[config.mk]
export PLATFORM = sky130hd
export DESIGN_NAME = fdc_rate_status_port
export DESIGN_NICKNAME = d
export VERILOG_FILES = /design/src/fdc_regs_pkg.sv /design/src/fdc_rate_status_port.sv
export SDC_FILE = /design/constraint.sdc
export NUM_CORES = 1
export LEC_CHECK = 0
export ABC_CLOCK_PERIOD_IN_PS = 2600
export BUFFER_PORTS_ARGS = -buffer_cell sky130_fd_sc_hd__clkbuf_2
export CORE_ASPECT_RATIO = 0.8
export CORE_MARGIN = 3
export CORE_UTILIZATION = 54
export DETAILED_ROUTE_END_ITERATION = 6
export PLACE_DENSITY_LB_ADDON = 0.3
export REMOVE_ABC_BUFFERS = 1
export SYNTH_ARGS = -nofsm -noshare
export SYNTH_HDL_FRONTEND = slang
export SYNTH_HIERARCHICAL = 1
export SYNTH_SLANG_ARGS = --single-unit
[constraint.sdc]
create_clock -name clk_i -period 2.6 [get_ports clk_i]
set_clock_uncertainty 0.15 [all_clocks]
set_input_delay 0 -clock clk_i [delete_from_list [all_inputs] [get_ports clk_i]]
set_output_delay 0 -clock clk_i [all_outputs]
set_load 0.05 [all_outputs]
[src/fdc_regs_pkg.sv]
// constants and carrier types for the floppy rate, status and data port registers
package fdc_regs_pkg;
  // ==========================================
  // host port offsets
  localparam logic [2:0] OFS_STATE = 3'h4; // status on read, rate control on write
  localparam logic [2:0] OFS_DATA = 3'h5; // command, data and result bytes
  // ==========================================
  // rate control register layout
  localparam logic [7:0] RATE_HW_RESET = 8'h02; // default write_delay_select, 250 kbps
  localparam int RATE_LSB = 0;
  localparam int PRE_LSB = 2;
  localparam int LOWPWR_BIT = 6;
  localparam int SWRST_BIT = 7;
  // ==========================================
  // rate codes and precompensation codes
  localparam logic [1:0] CODE_1M = 2'h3;
  localparam logic [1:0] CODE_500 = 2'h0;
  localparam logic [1:0] CODE_ALT = 2'h1; // 300k, 500k or 2M by drive rate type
  localparam logic [1:0] RTYPE_3MODE = 2'h1;
  localparam logic [1:0] RTYPE_2M = 2'h2;
  localparam logic [2:0] PRE_DEFAULT = 3'h0;
  localparam logic [2:0] PRE_NONE = 3'h7;
  localparam logic [2:0] STEPS_DEF_FAST = 3'h1; // 20.8 ns at 2M, 41.67 ns at 1M
  localparam logic [2:0] STEPS_DEF_SLOW = 3'h3; // 3 x 41.67 ns = 125 ns
  // ==========================================
  // status register bit positions
  localparam int REQ_BIT = 7;
  localparam int DIR_BIT = 6;
  localparam int NONDMA_BIT = 5;
  localparam int BUSY_BIT = 4;
  // ==========================================
  // types
  typedef enum logic [2:0] {RATE_250, RATE_300, RATE_500, RATE_1M, RATE_2M} data_rate_e;
  typedef struct packed {
    logic [2:0] addr;
    logic wr;
    logic rd;
    logic [7:0] wdata;
  } host_req_s;
  typedef struct packed {
    logic [1:0] rate;
    logic [2:0] write_delay_select;
    logic low_power;
  } rate_ctl_s;
  typedef struct packed {
    logic [2:0] steps; // delay in steps, 0 means none
    logic fine; // step is 20.8 ns, else 41.67 ns
  } write_delay_select_s;
endpackage

[src/fdc_rate_status_port.sv]
// floppy rate control, controller state and data port registers with byte fifo
// Notes on behaviour
// - rate bits survive soft reset, hardware gives 250k
// - bits 2-4 pick write delay from start track
// - code 111 none, 001-110 steps, 000 default
// - default delay 20.8, 41.67, else 125 ns
// - bit 6 enters manual low power
// - soft reset, data port access or state read leaves low power
// - bit 7 soft reset, clears itself
// - rate codes map to rates and density
// - drive rate type changes only code 01
// - drive type routes rate/density onto pins
// - state register readable anytime, no wait
// - bits 0-3 show drive seek busy
// - bit 4 shows command in progress
// - bit 5 always reads zero
// - bit 6 gives transfer direction
// - bit 7 says host may move byte
// - data port carries all command traffic
// - fifo disabled after any reset
// - fifo inactive at command start, flushed at execution
// - overrun/underrun ends transfer, write pads zeros
// - hardware reset loads rate register 02h

// ==========================================
// byte fifo
module byte_fifo #(
  parameter int WIDTH = 8,
  parameter int DEPTH = 16
) (
  input wire logic clk_i,
  input wire logic rstn_i,
  input wire logic flush_i,
  input wire logic in_valid_i,
  input wire logic [WIDTH-1:0] in_data_i,
  output logic in_ready_o,
  output logic out_valid_o,
  output logic [WIDTH-1:0] out_data_o,
  input wire logic out_ready_i,
  output logic [$clog2(DEPTH):0] count_o
);
  localparam int AW = $clog2(DEPTH);
  typedef struct packed {
    logic [DEPTH-1:0][WIDTH-1:0] mem;
    logic [AW-1:0] wp;
    logic [AW-1:0] rp;
    logic [AW:0] cnt;
  } fifo_state_s;
  fifo_state_s st; // registered state
  fifo_state_s next_st; // next state
  logic push; // byte taken in
  logic pop; // byte handed out

  // honest flags straight from the count
  assign in_ready_o = (st.cnt != (AW+1)'(DEPTH));
  assign out_valid_o = (st.cnt != '0);
  assign out_data_o = st.mem[st.rp];
  assign count_o = st.cnt;
  assign push = in_valid_i && in_ready_o;
  assign pop = out_valid_o && out_ready_i;

  // pointer and count update
  always_comb
  begin
    next_st = st;
    if (push)
    begin
      next_st.mem[st.wp] = in_data_i;
      next_st.wp = st.wp + 1'b1;
    end
    if (pop)
      next_st.rp = st.rp + 1'b1;
    next_st.cnt = st.cnt + (AW+1)'(push) - (AW+1)'(pop);
    // flush drops stale bytes, wins over traffic
    if (flush_i)
    begin
      next_st.wp = '0;
      next_st.rp = '0;
      next_st.cnt = '0;
    end
  end

  // state register
  always_ff @(posedge clk_i or negedge rstn_i)
  begin
    if (!rstn_i)
      st <= '0;
    else
      st <= next_st;
  end
endmodule

// ==========================================
// register block
module fdc_rate_status_port #(
  parameter int FIFO_DEPTH = 16
) (
  input wire logic clk_i,
  input wire logic rstn_i,
  input fdc_regs_pkg::host_req_s host_i,
  output logic [7:0] rdata_o,
  input wire logic drive_control_reset_i,
  input wire logic [1:0] drive_rate_type_i,
  input wire logic [1:0] drive_type_bits_i,
  input wire logic cmd_busy_i,
  input wire logic [3:0] drive_seek_busy_i,
  input wire logic xfer_enable_i,
  input wire logic transfer_direction_i,
  input wire logic exec_phase_i,
  input wire logic exec_start_i,
  input wire logic fifo_on_i,
  input wire logic [7:0] cur_track_i,
  input wire logic [7:0] start_track_i,
  input wire logic seq_tx_valid_i,
  input wire logic [7:0] seq_tx_data_i,
  output logic seq_tx_ready_o,
  output logic seq_rx_valid_o,
  output logic [7:0] seq_rx_data_o,
  input wire logic seq_rx_ready_i,
  output logic [1:0] rate_select_bits_o,
  output logic density_select_out_o,
  output logic [1:0] drive_density_pins_o,
  output fdc_regs_pkg::data_rate_e data_rate_o,
  output fdc_regs_pkg::write_delay_select_s write_delay_select_o,
  output logic low_power_o,
  output logic soft_reset_o,
  output logic overrun_o,
  output logic underrun_o
);
  import fdc_regs_pkg::*;

  typedef struct packed {
    rate_ctl_s ctl;
    logic swrst;
    logic [7:0] rdata;
    logic dens;
    logic [1:0] pins;
    data_rate_e rate;
    write_delay_select_s pre;
    logic ovr;
    logic udr;
  } port_state_s;
  port_state_s st; // registered state
  port_state_s next_st; // next state
  logic wr_state; // host write at offset 4
  logic rd_state; // host read at offset 4
  logic wr_data; // host write at data port
  logic rd_data; // host read at data port
  logic sw_rst; // either soft reset source
  logic fifo_act; // fifo mode in execution phase
  logic f_in_valid;
  logic f_in_ready;
  logic [7:0] f_in_data;
  logic f_out_valid;
  logic f_out_ready;
  logic [7:0] f_out_data;
  logic [$clog2(FIFO_DEPTH):0] f_cnt;
  logic f_empty;
  logic f_full;
  logic xfer_request; // host may move a byte
  logic [7:0] state_byte;

  // ==========================================
  // decode helpers
  function automatic data_rate_e rate_of(input logic [1:0] code, input logic [1:0] rtype);
    data_rate_e r;
    r = RATE_250;
    unique case (code)
      CODE_1M: r = RATE_1M;
      CODE_500: r = RATE_500;
      CODE_ALT: r = (rtype == RTYPE_3MODE) ? RATE_500 : (rtype == RTYPE_2M) ? RATE_2M : RATE_300;
      default: r = RATE_250;
    endcase
    return r;
  endfunction

  function automatic logic [2:0] steps_of(input logic [2:0] code, input data_rate_e r);
    logic [2:0] s;
    s = code;
    if (code == PRE_NONE)
      s = '0;
    else if (code == PRE_DEFAULT)
      s = (r == RATE_2M || r == RATE_1M) ? STEPS_DEF_FAST : STEPS_DEF_SLOW;
    return s;
  endfunction

  // ==========================================
  // host decode
  // direction picks register
  assign wr_state = host_i.wr && host_i.addr == OFS_STATE;
  assign rd_state = host_i.rd && host_i.addr == OFS_STATE;
  assign wr_data = host_i.wr && host_i.addr == OFS_DATA;
  assign rd_data = host_i.rd && host_i.addr == OFS_DATA;
  assign sw_rst = st.swrst || drive_control_reset_i;

  // ==========================================
  // fifo steering, direction chosen by sequencer
  // only configure turns fifo on
  assign fifo_act = fifo_on_i && exec_phase_i;
  assign f_empty = (f_cnt == '0);
  assign f_full = !f_in_ready;
  assign f_in_valid = transfer_direction_i ? seq_tx_valid_i : wr_data;
  assign f_in_data = transfer_direction_i ? seq_tx_data_i : host_i.wdata;
  assign f_out_ready = transfer_direction_i ? rd_data : (seq_rx_ready_i && !st.udr);
  // sequencer stalls while host has not drained in byte mode
  assign seq_tx_ready_o = transfer_direction_i && f_in_ready && (fifo_act || f_empty);
  assign seq_rx_valid_o = !transfer_direction_i && (st.udr || f_out_valid);
  assign seq_rx_data_o = st.udr ? 8'h00 : f_out_data;

  byte_fifo #(.WIDTH(8), .DEPTH(FIFO_DEPTH)) u_fifo (
    .clk_i(clk_i),
    .rstn_i(rstn_i),
    .flush_i(exec_start_i || sw_rst),
    .in_valid_i(f_in_valid),
    .in_data_i(f_in_data),
    .in_ready_o(f_in_ready),
    .out_valid_o(f_out_valid),
    .out_data_o(f_out_data),
    .out_ready_i(f_out_ready),
    .count_o(f_cnt)
  );

  // ==========================================
  // status byte
  // request when a byte can move
  always_comb
  begin
    if (transfer_direction_i)
      xfer_request = xfer_enable_i && !f_empty;
    else
      xfer_request = xfer_enable_i && (fifo_act ? !f_full : f_empty);
    state_byte = '0;
    state_byte[REQ_BIT] = xfer_request;
    state_byte[DIR_BIT] = transfer_direction_i;
    state_byte[NONDMA_BIT] = 1'b0;
    state_byte[BUSY_BIT] = cmd_busy_i;
    state_byte[3:0] = drive_seek_busy_i;
  end

  // ==========================================
  // next state
  always_comb
  begin
    next_st = st;
    next_st.swrst = 1'b0;
    if (wr_state)
    begin
      next_st.ctl.rate = host_i.wdata[RATE_LSB +: 2];
      next_st.ctl.write_delay_select = host_i.wdata[PRE_LSB +: 3];
      next_st.ctl.low_power = host_i.wdata[LOWPWR_BIT];
      next_st.swrst = host_i.wdata[SWRST_BIT];
    end
    if (rd_state || wr_data || rd_data || sw_rst)
      next_st.ctl.low_power = 1'b0;
    // status sampled same cycle, no wait
    if (rd_state)
      next_st.rdata = state_byte;
    else if (rd_data)
      next_st.rdata = transfer_direction_i ? f_out_data : 8'h00;
    else if (host_i.rd)
      next_st.rdata = 8'h00;
    next_st.rate = rate_of(next_st.ctl.rate, drive_rate_type_i);
    next_st.dens = (next_st.ctl.rate == CODE_1M || next_st.ctl.rate == CODE_500);
    unique case (drive_type_bits_i)
      2'h0: next_st.pins = {next_st.ctl.rate[0], next_st.dens};
      2'h2: next_st.pins = {next_st.ctl.rate[0], next_st.ctl.rate[1]};
      2'h1: next_st.pins = {next_st.ctl.rate[0], !next_st.dens};
      default: next_st.pins = {next_st.ctl.rate[1], next_st.ctl.rate[0]};
    endcase
    next_st.pre.fine = (next_st.rate == RATE_2M);
    next_st.pre.steps = (cur_track_i >= start_track_i) ?
      steps_of(next_st.ctl.write_delay_select, next_st.rate) : 3'h0;
    if (fifo_act && transfer_direction_i && seq_tx_valid_i && f_full)
      next_st.ovr = 1'b1;
    if (fifo_act && !transfer_direction_i && seq_rx_ready_i && f_empty)
      next_st.udr = 1'b1;
    // new command or reset clears the error
    if (!exec_phase_i || exec_start_i || sw_rst)
    begin
      next_st.ovr = 1'b0;
      next_st.udr = 1'b0;
    end
  end

  // ==========================================
  // state register
  always_ff @(posedge clk_i or negedge rstn_i)
  begin
    if (!rstn_i)
    begin
      st <= '0;
      st.ctl.rate <= RATE_HW_RESET[RATE_LSB +: 2];
      st.ctl.write_delay_select <= RATE_HW_RESET[PRE_LSB +: 3];
      st.rate <= RATE_250;
      st.pre.steps <= STEPS_DEF_SLOW;
    end
    else
      st <= next_st;
  end

  assign rdata_o = st.rdata;
  assign rate_select_bits_o = st.ctl.rate;
  assign density_select_out_o = st.dens;
  assign drive_density_pins_o = st.pins;
  assign data_rate_o = st.rate;
  assign write_delay_select_o = st.pre;
  assign low_power_o = st.ctl.low_power;
  assign soft_reset_o = st.swrst;
  assign overrun_o = st.ovr;
  assign underrun_o = st.udr;
endmodule

Yosys cells after proc, flatten, opt, wreduce, memory -nomap -nowiden
Index checks and enable logic that the tools add are counted.
{ "totals": {"register_bits": 168, "in_bits": 56, "output_inout_bits": 34, "wordCells": 130} }
{ "op_classes": {"add_sub_neg": 4, "n_lt_le_gt_ge": 4, "eq_ne": 12, "mux": 31, "reduce_logical": 48} }
{ "ops": {"columns": ["op", "count"], "rows": [
  ["bitwise mux 128 bit", 1],
  ["two-way mux 8 bit", 8],
  ["binary-select mux 8 bit (select 4 bit)", 1],
  ["demux 8 bit (select 4 bit)", 1],
  ["logical AND 1 bit", 20],
  ["two-way mux 3 bit", 5],
  ["two-way mux 13 bit", 1],
  ["== test 3 bit (second input constant)", 4],
  ["logical OR 1 bit", 11],
  ["less-than comparator 4 x 5 -> 1 bit (second input constant)", 2],
  ["nonzero test 2 bit", 5],
  ["case mux 3 bit (3 select lines)", 1],
  ["adder 4 x 1 -> 4 bit (second input constant)", 2],
  [">= comparator 8 bit", 1],
  ["two-way mux 4 bit", 2],
  ["two-way mux 1 bit", 7],
  ["two-way mux 7 bit", 1],
  ["== test 2 x 1 -> 1 bit (second input constant)", 3],
  ["== test 2 bit (second input constant)", 3],
  ["zero test 1 bit", 6],
  ["case mux 2 bit (3 select lines)", 1],
  ["adder 5 x 1 -> 5 bit", 1],
  ["zero test 5 bit", 1],
  ["!= test 5 bit (second input constant)", 1],
  ["8 further kinds", 10]
]} }

Longest topological paths before layout
Gate-level depths: netlist of the first run.
{ "logic_depth": {"depth_word": 11, "ltp_mapped": 17} }

Modules after synthesis
Netlist of the first run, hierarchy kept.
{ "by_module_without_submodules": {"columns": ["mod", "instances", "cells_each", "area_per_inst_um2"], "rows": [
  ["byte_fifo", 1, 445, 6807.8],
  ["fdc_rate_status_port", 1, 201, 1838.0]
]} }

Worst setup path after synthesis of the first run
No wires, ideal clock.
{ "synth_path": {"path_kind": "reg-to-reg", "startpoint": "reg u_fifo.st (netlist bit u_fifo/count_o[3])", "endpoint": "reg u_fifo.st (netlist bit u_fifo/count_o[4])", "setup_ns": 0.088, "t_arrival_ns": 2.673, "t_required_ns": 2.362, "slack_ns": -0.311, "stages_incl_launch_ff": 16, "path_buffers": 1, "cell_sequence": "dfrtp_1 inv_1 ha_1 or4b_1 clkbuf_1 nand2_1 inv_1 ha_1 inv_1 ha_1 inv_1 fa_1 nor2b_1 o21bai_1 nand3_1 nor3b_1"} }
{ "synth_rtl": {"columns": ["element", "line", "source"], "rows": [
  ["start, declared", "fdc_rate_status_port.sv:49", "fifo_state_s st;"],
  ["start signal, assigned", "fdc_rate_status_port.sv:89", "st <= next_st;"]
]} }

==> impl_metrics.env, run 1 <==
export IMPL_outcome="finished with violations"
export IMPL_failed_checks="setup timing"
export IMPL_endpoint_kind="register"
export IMPL_cts_tree="yes"
export IMPL_n_antenna_cell=0
export IMPL_layout_common_cells="dfrtp_1 (164), mux2_2 (128), clkbuf_2 (78), buf_4 (50), dlygate4sd3_1 (37)"
export IMPL_track_usage_pct=24.9
export IMPL_pre_cts_ws_ns=-0.407
export IMPL_switching_share_pct=29.3
export IMPL_fin_cells=1010
export IMPL_switchingPower_mw=2.03
export IMPL_regToRegStartpoint="u_fifo/count_o[3]$_DFF_PN0_"
export IMPL_holdPathEnd="write_delay_select_o[1]$_DFF_PN1_"
export IMPL_clock_latency_ns=0.43
export IMPL_numCtsBuffers=17
export IMPL_yosysUniqueCellTypes=55
export IMPL_vias=5925
export IMPL_period_share_pct=110
export IMPL_arrival_ns=3.06
export IMPL_layout_drive_gt1_share_pct=49.3
export IMPL_cpMaxStageDelayCell="or4b_4"
export IMPL_grt_max_degree=84
export IMPL_maxSlewViolCount=0
export IMPL_r2r_end="u_fifo/count_o[4]$_DFF_PN0_"
export IMPL_seqPwrFrac_pct=41.3
export IMPL_worst_pin_slew_ns=0.856
export IMPL_setup_ws_ns=-0.273
export IMPL_overflow=0
export IMPL_cp_num_buf_inv=4
export IMPL_min_path_type="primary input to register"
export IMPL_maxCapViolCount=0
export IMPL_leakagePower_nw=5.15
export IMPL_peakVddDrop_mv=0.410
export IMPL_cts_sinks=168
export IMPL_avgRoutedWirePerCell_um=21.4
export IMPL_h_tree_depth=4
export IMPL_dr_pass1_iters=4
export IMPL_path_max_fanout=2
export IMPL_wl_um=21600
export IMPL_areaGrowthSynthToFinish_pct=22.8
export IMPL_power_density_mw_per_mm2=653
export IMPL_cts_root_buffer="clkbuf_16"
export IMPL_hpwl_um=13700
export IMPL_tns_ns=-0.400
export IMPL_synth_edf_count=0
export IMPL_place_port_buffers=89
export IMPL_yosysSeqAreaShare_pct=48.7
export IMPL_yosys_warnings=6
export IMPL_power_frac_comb_pct=22.5
export IMPL_clockPowerShare_pct=36.2
export IMPL_async_reset_ff_share_pct=100
export IMPL_rr_worst_depth=14
export IMPL_hold_viol_final=0
export IMPL_whs_path_depth=6
export IMPL_core_area_sq_mm=0.0154
export IMPL_synth_ff_type="dfrtp_1"
export IMPL_startpoint="u_fifo/count_o[3]$_DFF_PN0_"
export IMPL_worstPathRequired_ns=2.79
export IMPL_gp_congestion=0.799
export IMPL_start_kind="register"
export IMPL_worstSetupPathType="register to register"
export IMPL_synth_seq_cells=168
export IMPL_antenna_found_initial=0
export IMPL_fp_dieW_um=147
export IMPL_fillers=1019
export IMPL_route_detailed_drc=0
export IMPL_io_pins=90
export IMPL_nets=869
export IMPL_critical_path_top_delay_family="simple AND/OR/NAND/NOR gates"
export IMPL_antenna_left=0
export IMPL_dp_cells=918
export IMPL_syn_cell_area_sq_mm=0.00865
export IMPL_total_power_mw=6.93
export IMPL_fin_crit_ns=2.87
export IMPL_final_setup_viol_count=2
export IMPL_syn_area_per_cell_sq_um=13.4
export IMPL_grt_pass1_vias=6272
export IMPL_cpMostUsedCell="ha_4"
export IMPL_max_slew_margin_pct=41.4
export IMPL_dieArea_sq_mm=0.0176
export IMPL_r2r_setup_slack_ns=-0.27
export IMPL_vias_per_cell=5.87
export IMPL_fmax_mhz=348
export IMPL_die_y_um=119
export IMPL_cp_cell_sequence="inv_2, ha_4, or4b_4, nand2_4, inv_4, ha_4, inv_4, ha_4, inv_2, fa_2, nor2b_4, o21bai_4, nand3_1, nor3b_2"
export IMPL_grt_pass1_wl_um=33900
export IMPL_max_stage_delay_ns=0.48
export IMPL_grt_setup_unrepaired="true"
export IMPL_min_from="cur_track_i[7]"
export IMPL_syn_instance_count=646
export IMPL_clk_path_buf_depth=2
export IMPL_fp_row_count=40
export IMPL_final_common_cell="dfrtp_1"
export IMPL_cp_depth=14
export IMPL_power_internal_mw=4.90
export IMPL_drt_initial_drc_count=482
export IMPL_initial_core_util_pct=56.3
export IMPL_path_clk_slew_ns=0.06
==> sequential cells by signal, summed over array words and instances, names as in the netlist <==
signal	flops
density_select_out_o	1
rate_select_bits_o	2
drive_density_pins_o	2
underrun_o	1
overrun_o	1
u_fifo/count_o	5
u_fifo/st	136
write_delay_select_o	4
st	3
low_power_o	1
soft_reset_o	1
data_rate_o	3
rdata_o	8
==> kinds of logic after synthesis <==
family,after synthesis,share of synthesized area [%]
buf+inv,91,5.76
fa+ha+maj,26,3.84
compound gates,62,4.78
simple gates,113,8.50
mux,177,27.6
flops,168,48.7
xor+xnor,9,0.912
==> repair_timing <==
action,in CTS,in global routing
hold endpoints to repair,111,0
gates resized for setup,25,27
endpoints found under the setup margin,8,20
cloned,1,0
buffers inserted,17,12
pin swaps,7,9
hold buffers,37,0
==> stage by stage <==
stage | hold WS (ns) | cell area, sq um | utilization (%)
2_1_floorplan | -0.446 | 8270 | -
3_3_place_gp | -0.0504 | 9270 | 60.3
3_5_place_dp | -0.0324 | 9270 | 60.3
4_1_cts | 0.00378 | 10500 | 68.1
5_1_grt | 0.0538 | 10600 | 69.1
6_report | 0.0117 | 10600 | 69.1
==> tightest hold or removal path: stages <==
cell,delay (ns)
clkbuf_2,0.08
ha_1,0.14
a21oi_1,0.04
o21ai_0,0.07
a31oi_1,0.09
nor2_1,0.12
==> synthesized netlist by cell type (3+ instances only) <==
cell	count	area (sq um)
nand2_1	21	78.8
nand4_2	4	50.1
a31oi_1	3	18.8
dfrtp_1	165	4130
nand3_1	11	55.1
xnor2_1	3	26.3
a21oi_1	18	90.1
inv_1	33	124
buf_2	6	30.0
mux2_2	128	1440
dfstp_2	3	78.8
clkbuf_1	19	71.3
mux2i_1	7	70.1
nand3_2	5	50.1
a22oi_1	21	158
o21ai_0	7	35.0
nand2b_1	6	37.5
xor2_1	6	52.6
and3_1	3	18.8
mux4_2	32	721
mux2_4	10	150
ha_1	24	300
nor2b_1	15	93.8
nand3_4	7	123
nor2_1	28	105
buf_4	27	203
==> worst max-delay path by stage <==
stage	endpoint	slack (ns)
after global placement	u_fifo/count_o[4]$_DFF_PN0_	-0.22
final	u_fifo/count_o[4]$_DFF_PN0_	-0.27
after detailed placement	u_fifo/count_o[4]$_DFF_PN0_	-0.41
after CTS	u_fifo/count_o[4]$_DFF_PN0_	-0.17
after floorplan	seq_rx_data_o[0]	-0.32
after global routing	u_fifo/count_o[4]$_DFF_PN0_	-0.32
==> cell type report <==
type,count,area [sq um],share of cell area [%]
tap,210,263,2.47
multi-input combinational,387,4090,38.5
timing repair buffer,181,1340,12.6
clock inverter,8,95.1,0.896
clock buffer,23,488,4.60
sequential,168,4210,39.6
inverter,33,129,1.21
==> power groups by stage <==
stage	registers [mW]	logic [mW]	clock network (mW)
CTS	2.86	1.46	2.54
finish	2.86	1.56	2.51
global route	2.88	1.66	2.68
floorplan	3.09	0.670	0
detailed placement	2.90	1.31	0
global placement	2.89	1.27	0
==> routing by layer <==
metal  routed length [um]  GRT usage (%)
met1                 9280           33.8
met2                10500           40.6
met3                 1140           4.53
met4                  649           9.37
met5                    0              0
(Power assumes the default switching activity.)
==> run 2: changes to the inputs <==
--- a/config.mk
+++ b/config.mk
@@ -17,3 +17,4 @@
 export SYNTH_HDL_FRONTEND = slang
 export SYNTH_HIERARCHICAL = 1
 export SYNTH_SLANG_ARGS = --single-unit
+export TNS_END_PERCENT = 20
==> run 2 against run 1 <==
The flow still finishes with violations (setup timing); fmax rose by 0.34%; combinational power decreased by 4%; critical endpoint unchanged; wire length fell by 2.6%; sequential share of layout area increased by 0.64 points.
==> impl_metrics.env, run 2 (synthesis results as in run 1) <==
export IMPL_outcome="finished with violations"
export IMPL_failed_checks="setup timing"
export IMPL_largest_register="u_fifo/st"
export IMPL_antenna_left=0
export IMPL_antenna_found_initial=0
export IMPL_dp_cells=918
export IMPL_clock_latency_ns=0.42
export IMPL_clk_path_buf_depth=2
export IMPL_track_usage_pct=25.1
export IMPL_vias=5839
export IMPL_multi_input_comb_area_sq_mm=0.00404
export IMPL_tns_ns=-0.561
export IMPL_final_common_cell="dfrtp_1"
export IMPL_peakVddDrop_mv=0.413
export IMPL_fmax_mhz=349
export IMPL_cp_cell_sequence="inv_2, ha_4, or4b_4, nand2_4, inv_2, ha_4, inv_4, ha_4, inv_2, fa_2, nor2b_4, o21bai_4, nand3_1, nor3b_2"
export IMPL_gp_congestion=0.799
export IMPL_power_density_mw_per_mm2=657
export IMPL_route_detailed_drc=0
export IMPL_fin_cells=1001
export IMPL_switchingPower_mw=2.00
export IMPL_seqPwrFrac_pct=41.7
export IMPL_grt_pass1_wl_um=34200
export IMPL_largest_reg_flops=136
export IMPL_worstSetupPathType="register to register"
export IMPL_path_clk_slew_ns=0.06
export IMPL_total_power_mw=6.86
export IMPL_pre_cts_ws_ns=-0.407
export IMPL_core_area_sq_mm=0.0154
export IMPL_maxCapViolCount=0
export IMPL_grt_setup_unrepaired="true"
export IMPL_arrival_ns=3.04
export IMPL_fp_dieW_um=147
export IMPL_layout_drive_gt1_share_pct=48.2
export IMPL_cts_tree="yes"
export IMPL_worstPathRequired_ns=2.78
export IMPL_fin_crit_ns=2.86
export IMPL_nets=860
export IMPL_n_antenna_cell=0
export IMPL_leakagePower_nw=5.08
export IMPL_rr_worst_depth=14
export IMPL_grt_max_degree=84
export IMPL_wl_um=21000
export IMPL_die_y_um=119
export IMPL_switching_share_pct=29.1
export IMPL_io_pins=90
export IMPL_cts_sinks=168
export IMPL_initial_core_util_pct=56.3
export IMPL_startpoint="u_fifo/count_o[3]$_DFF_PN0_"
export IMPL_avgRoutedWirePerCell_um=21.0
export IMPL_worst_pin_slew_ns=0.776
export IMPL_power_internal_mw=4.86
export IMPL_max_slew_margin_pct=48.3
export IMPL_period_share_pct=110
export IMPL_drt_initial_drc_count=459
export IMPL_setup_ws_ns=-0.263
export IMPL_power_frac_comb_pct=21.8
export IMPL_place_port_buffers=89
export IMPL_fillers=1062
export IMPL_hold_viol_final=0
export IMPL_numCtsBuffers=17
export IMPL_crit_end="u_fifo/count_o[4]$_DFF_PN0_"
export IMPL_h_tree_depth=4
export IMPL_areaGrowthSynthToFinish_pct=20.8
export IMPL_cpMaxStageDelayCell="or4b_4"
export IMPL_dieArea_sq_mm=0.0176
export IMPL_r2r_setup_slack_ns=-0.26
export IMPL_grt_pass1_vias=6296
export IMPL_min_path_type="primary input to register"
export IMPL_clockPowerShare_pct=36.5
export IMPL_path_max_fanout=2
export IMPL_fp_row_count=40
export IMPL_start_kind="register"
export IMPL_final_setup_viol_count=4
export IMPL_regToRegStartpoint="u_fifo/count_o[3]$_DFF_PN0_"
export IMPL_layout_common_cells="dfrtp_1 (164), mux2_2 (128), clkbuf_2 (84), buf_4 (42), dlygate4sd3_1 (36)"
export IMPL_cts_root_buffer="clkbuf_16"
export IMPL_endpoint_kind="register"
export IMPL_overflow=0
export IMPL_max_stage_delay_ns=0.48
export IMPL_r2r_end="u_fifo/count_o[4]$_DFF_PN0_"
export IMPL_maxSlewViolCount=0
export IMPL_vias_per_cell=5.83
export IMPL_regArea_sq_mm=0.00421
export IMPL_hpwl_um=13700
export IMPL_dr_pass1_iters=7
[run 2: cell types whose count changed in the layout (fill, tap and decap cells not counted), sizes merged]
cell         before  now
dlygate4sd3      37   36
buf              62   48
clkbuf          105  111
[run 2: power by group through the flow]
stage	clock network [mW]	logic [mW]	registers, mW
after floorplan	0	0.670	3.09
after global placement	0	1.27	2.89
after detailed placement	0	1.31	2.90
after CTS	2.54	1.45	2.86
after global routing	2.67	1.60	2.87
final	2.50	1.50	2.86
[run 2: area by class of cell]
| type | instances | share of cell area, % |
|---|---|---|
| Sequential cell | 168 | 40.3 |
| Clock buffer | 23 | 4.67 |
| Multi-Input combinational cell | 387 | 38.6 |
| Inverter | 33 | 1.21 |
| Timing Repair Buffer | 172 | 11.8 |
| Tap cell | 210 | 2.51 |
| Clock inverter | 8 | 0.910 |
[run 2: what timing repair did]
action / CTS / global route
hold buffers: 36 / 0
gates resized for setup: 24 / 10
endpoints found under the setup margin: 8 / 21
pin swaps: 7 / 5
buffers inserted: 16 / 5
hold endpoints to repair: 111 / 0
cloned: 0 / 0
[run 2: routing by layer]
metal	wire length, um	track usage [%]
met5	0	0
met4	661	10.3
met3	973	4.75
met2	10300	40.2
met1	9120	33.9
[run 2: how the worst min path moves through the flow]
stage | from | to | slack (ns) | cells after the start
floorplan | rstn_i | data_rate_o[0]$_DFF_PN0_ | -0.45 | 0
global placement | rstn_i | u_fifo/st[14]$_DFFE_PN0P_ | -0.05 | 1
detailed placement | rstn_i | u_fifo/st[14]$_DFFE_PN0P_ | -0.03 | 1
CTS | cur_track_i[7] | write_delay_select_o[1]$_DFF_PN1_ | 0.004 | 6
global route | cur_track_i[6] | write_delay_select_o[1]$_DFF_PN1_ | 0.05 | 6
finish | cur_track_i[7] | write_delay_select_o[1]$_DFF_PN1_ | 0.02 | 6
[run 2: per-stage QoR]
step	area, sq um	util, %	hold slack, ns
final	10400	68.0	0.0150
after global routing	10400	68.0	0.0539
after CTS	10400	67.8	0.00378
after detailed placement	9270	60.3	-0.0324
after global placement	9270	60.3	-0.0504
after floorplan	8270	-	-0.446
[run 2: critical path, delay by kind of cell (launching register included)]
family | cells | cell delay [ns]
AOI/OAI and AO/OA | 1 | 0.08
buffers and inverters | 4 | 0.23
and+or+nand+nor | 5 | 1.04
adders and majority gates | 4 | 0.87
DFF | 1 | 0.39
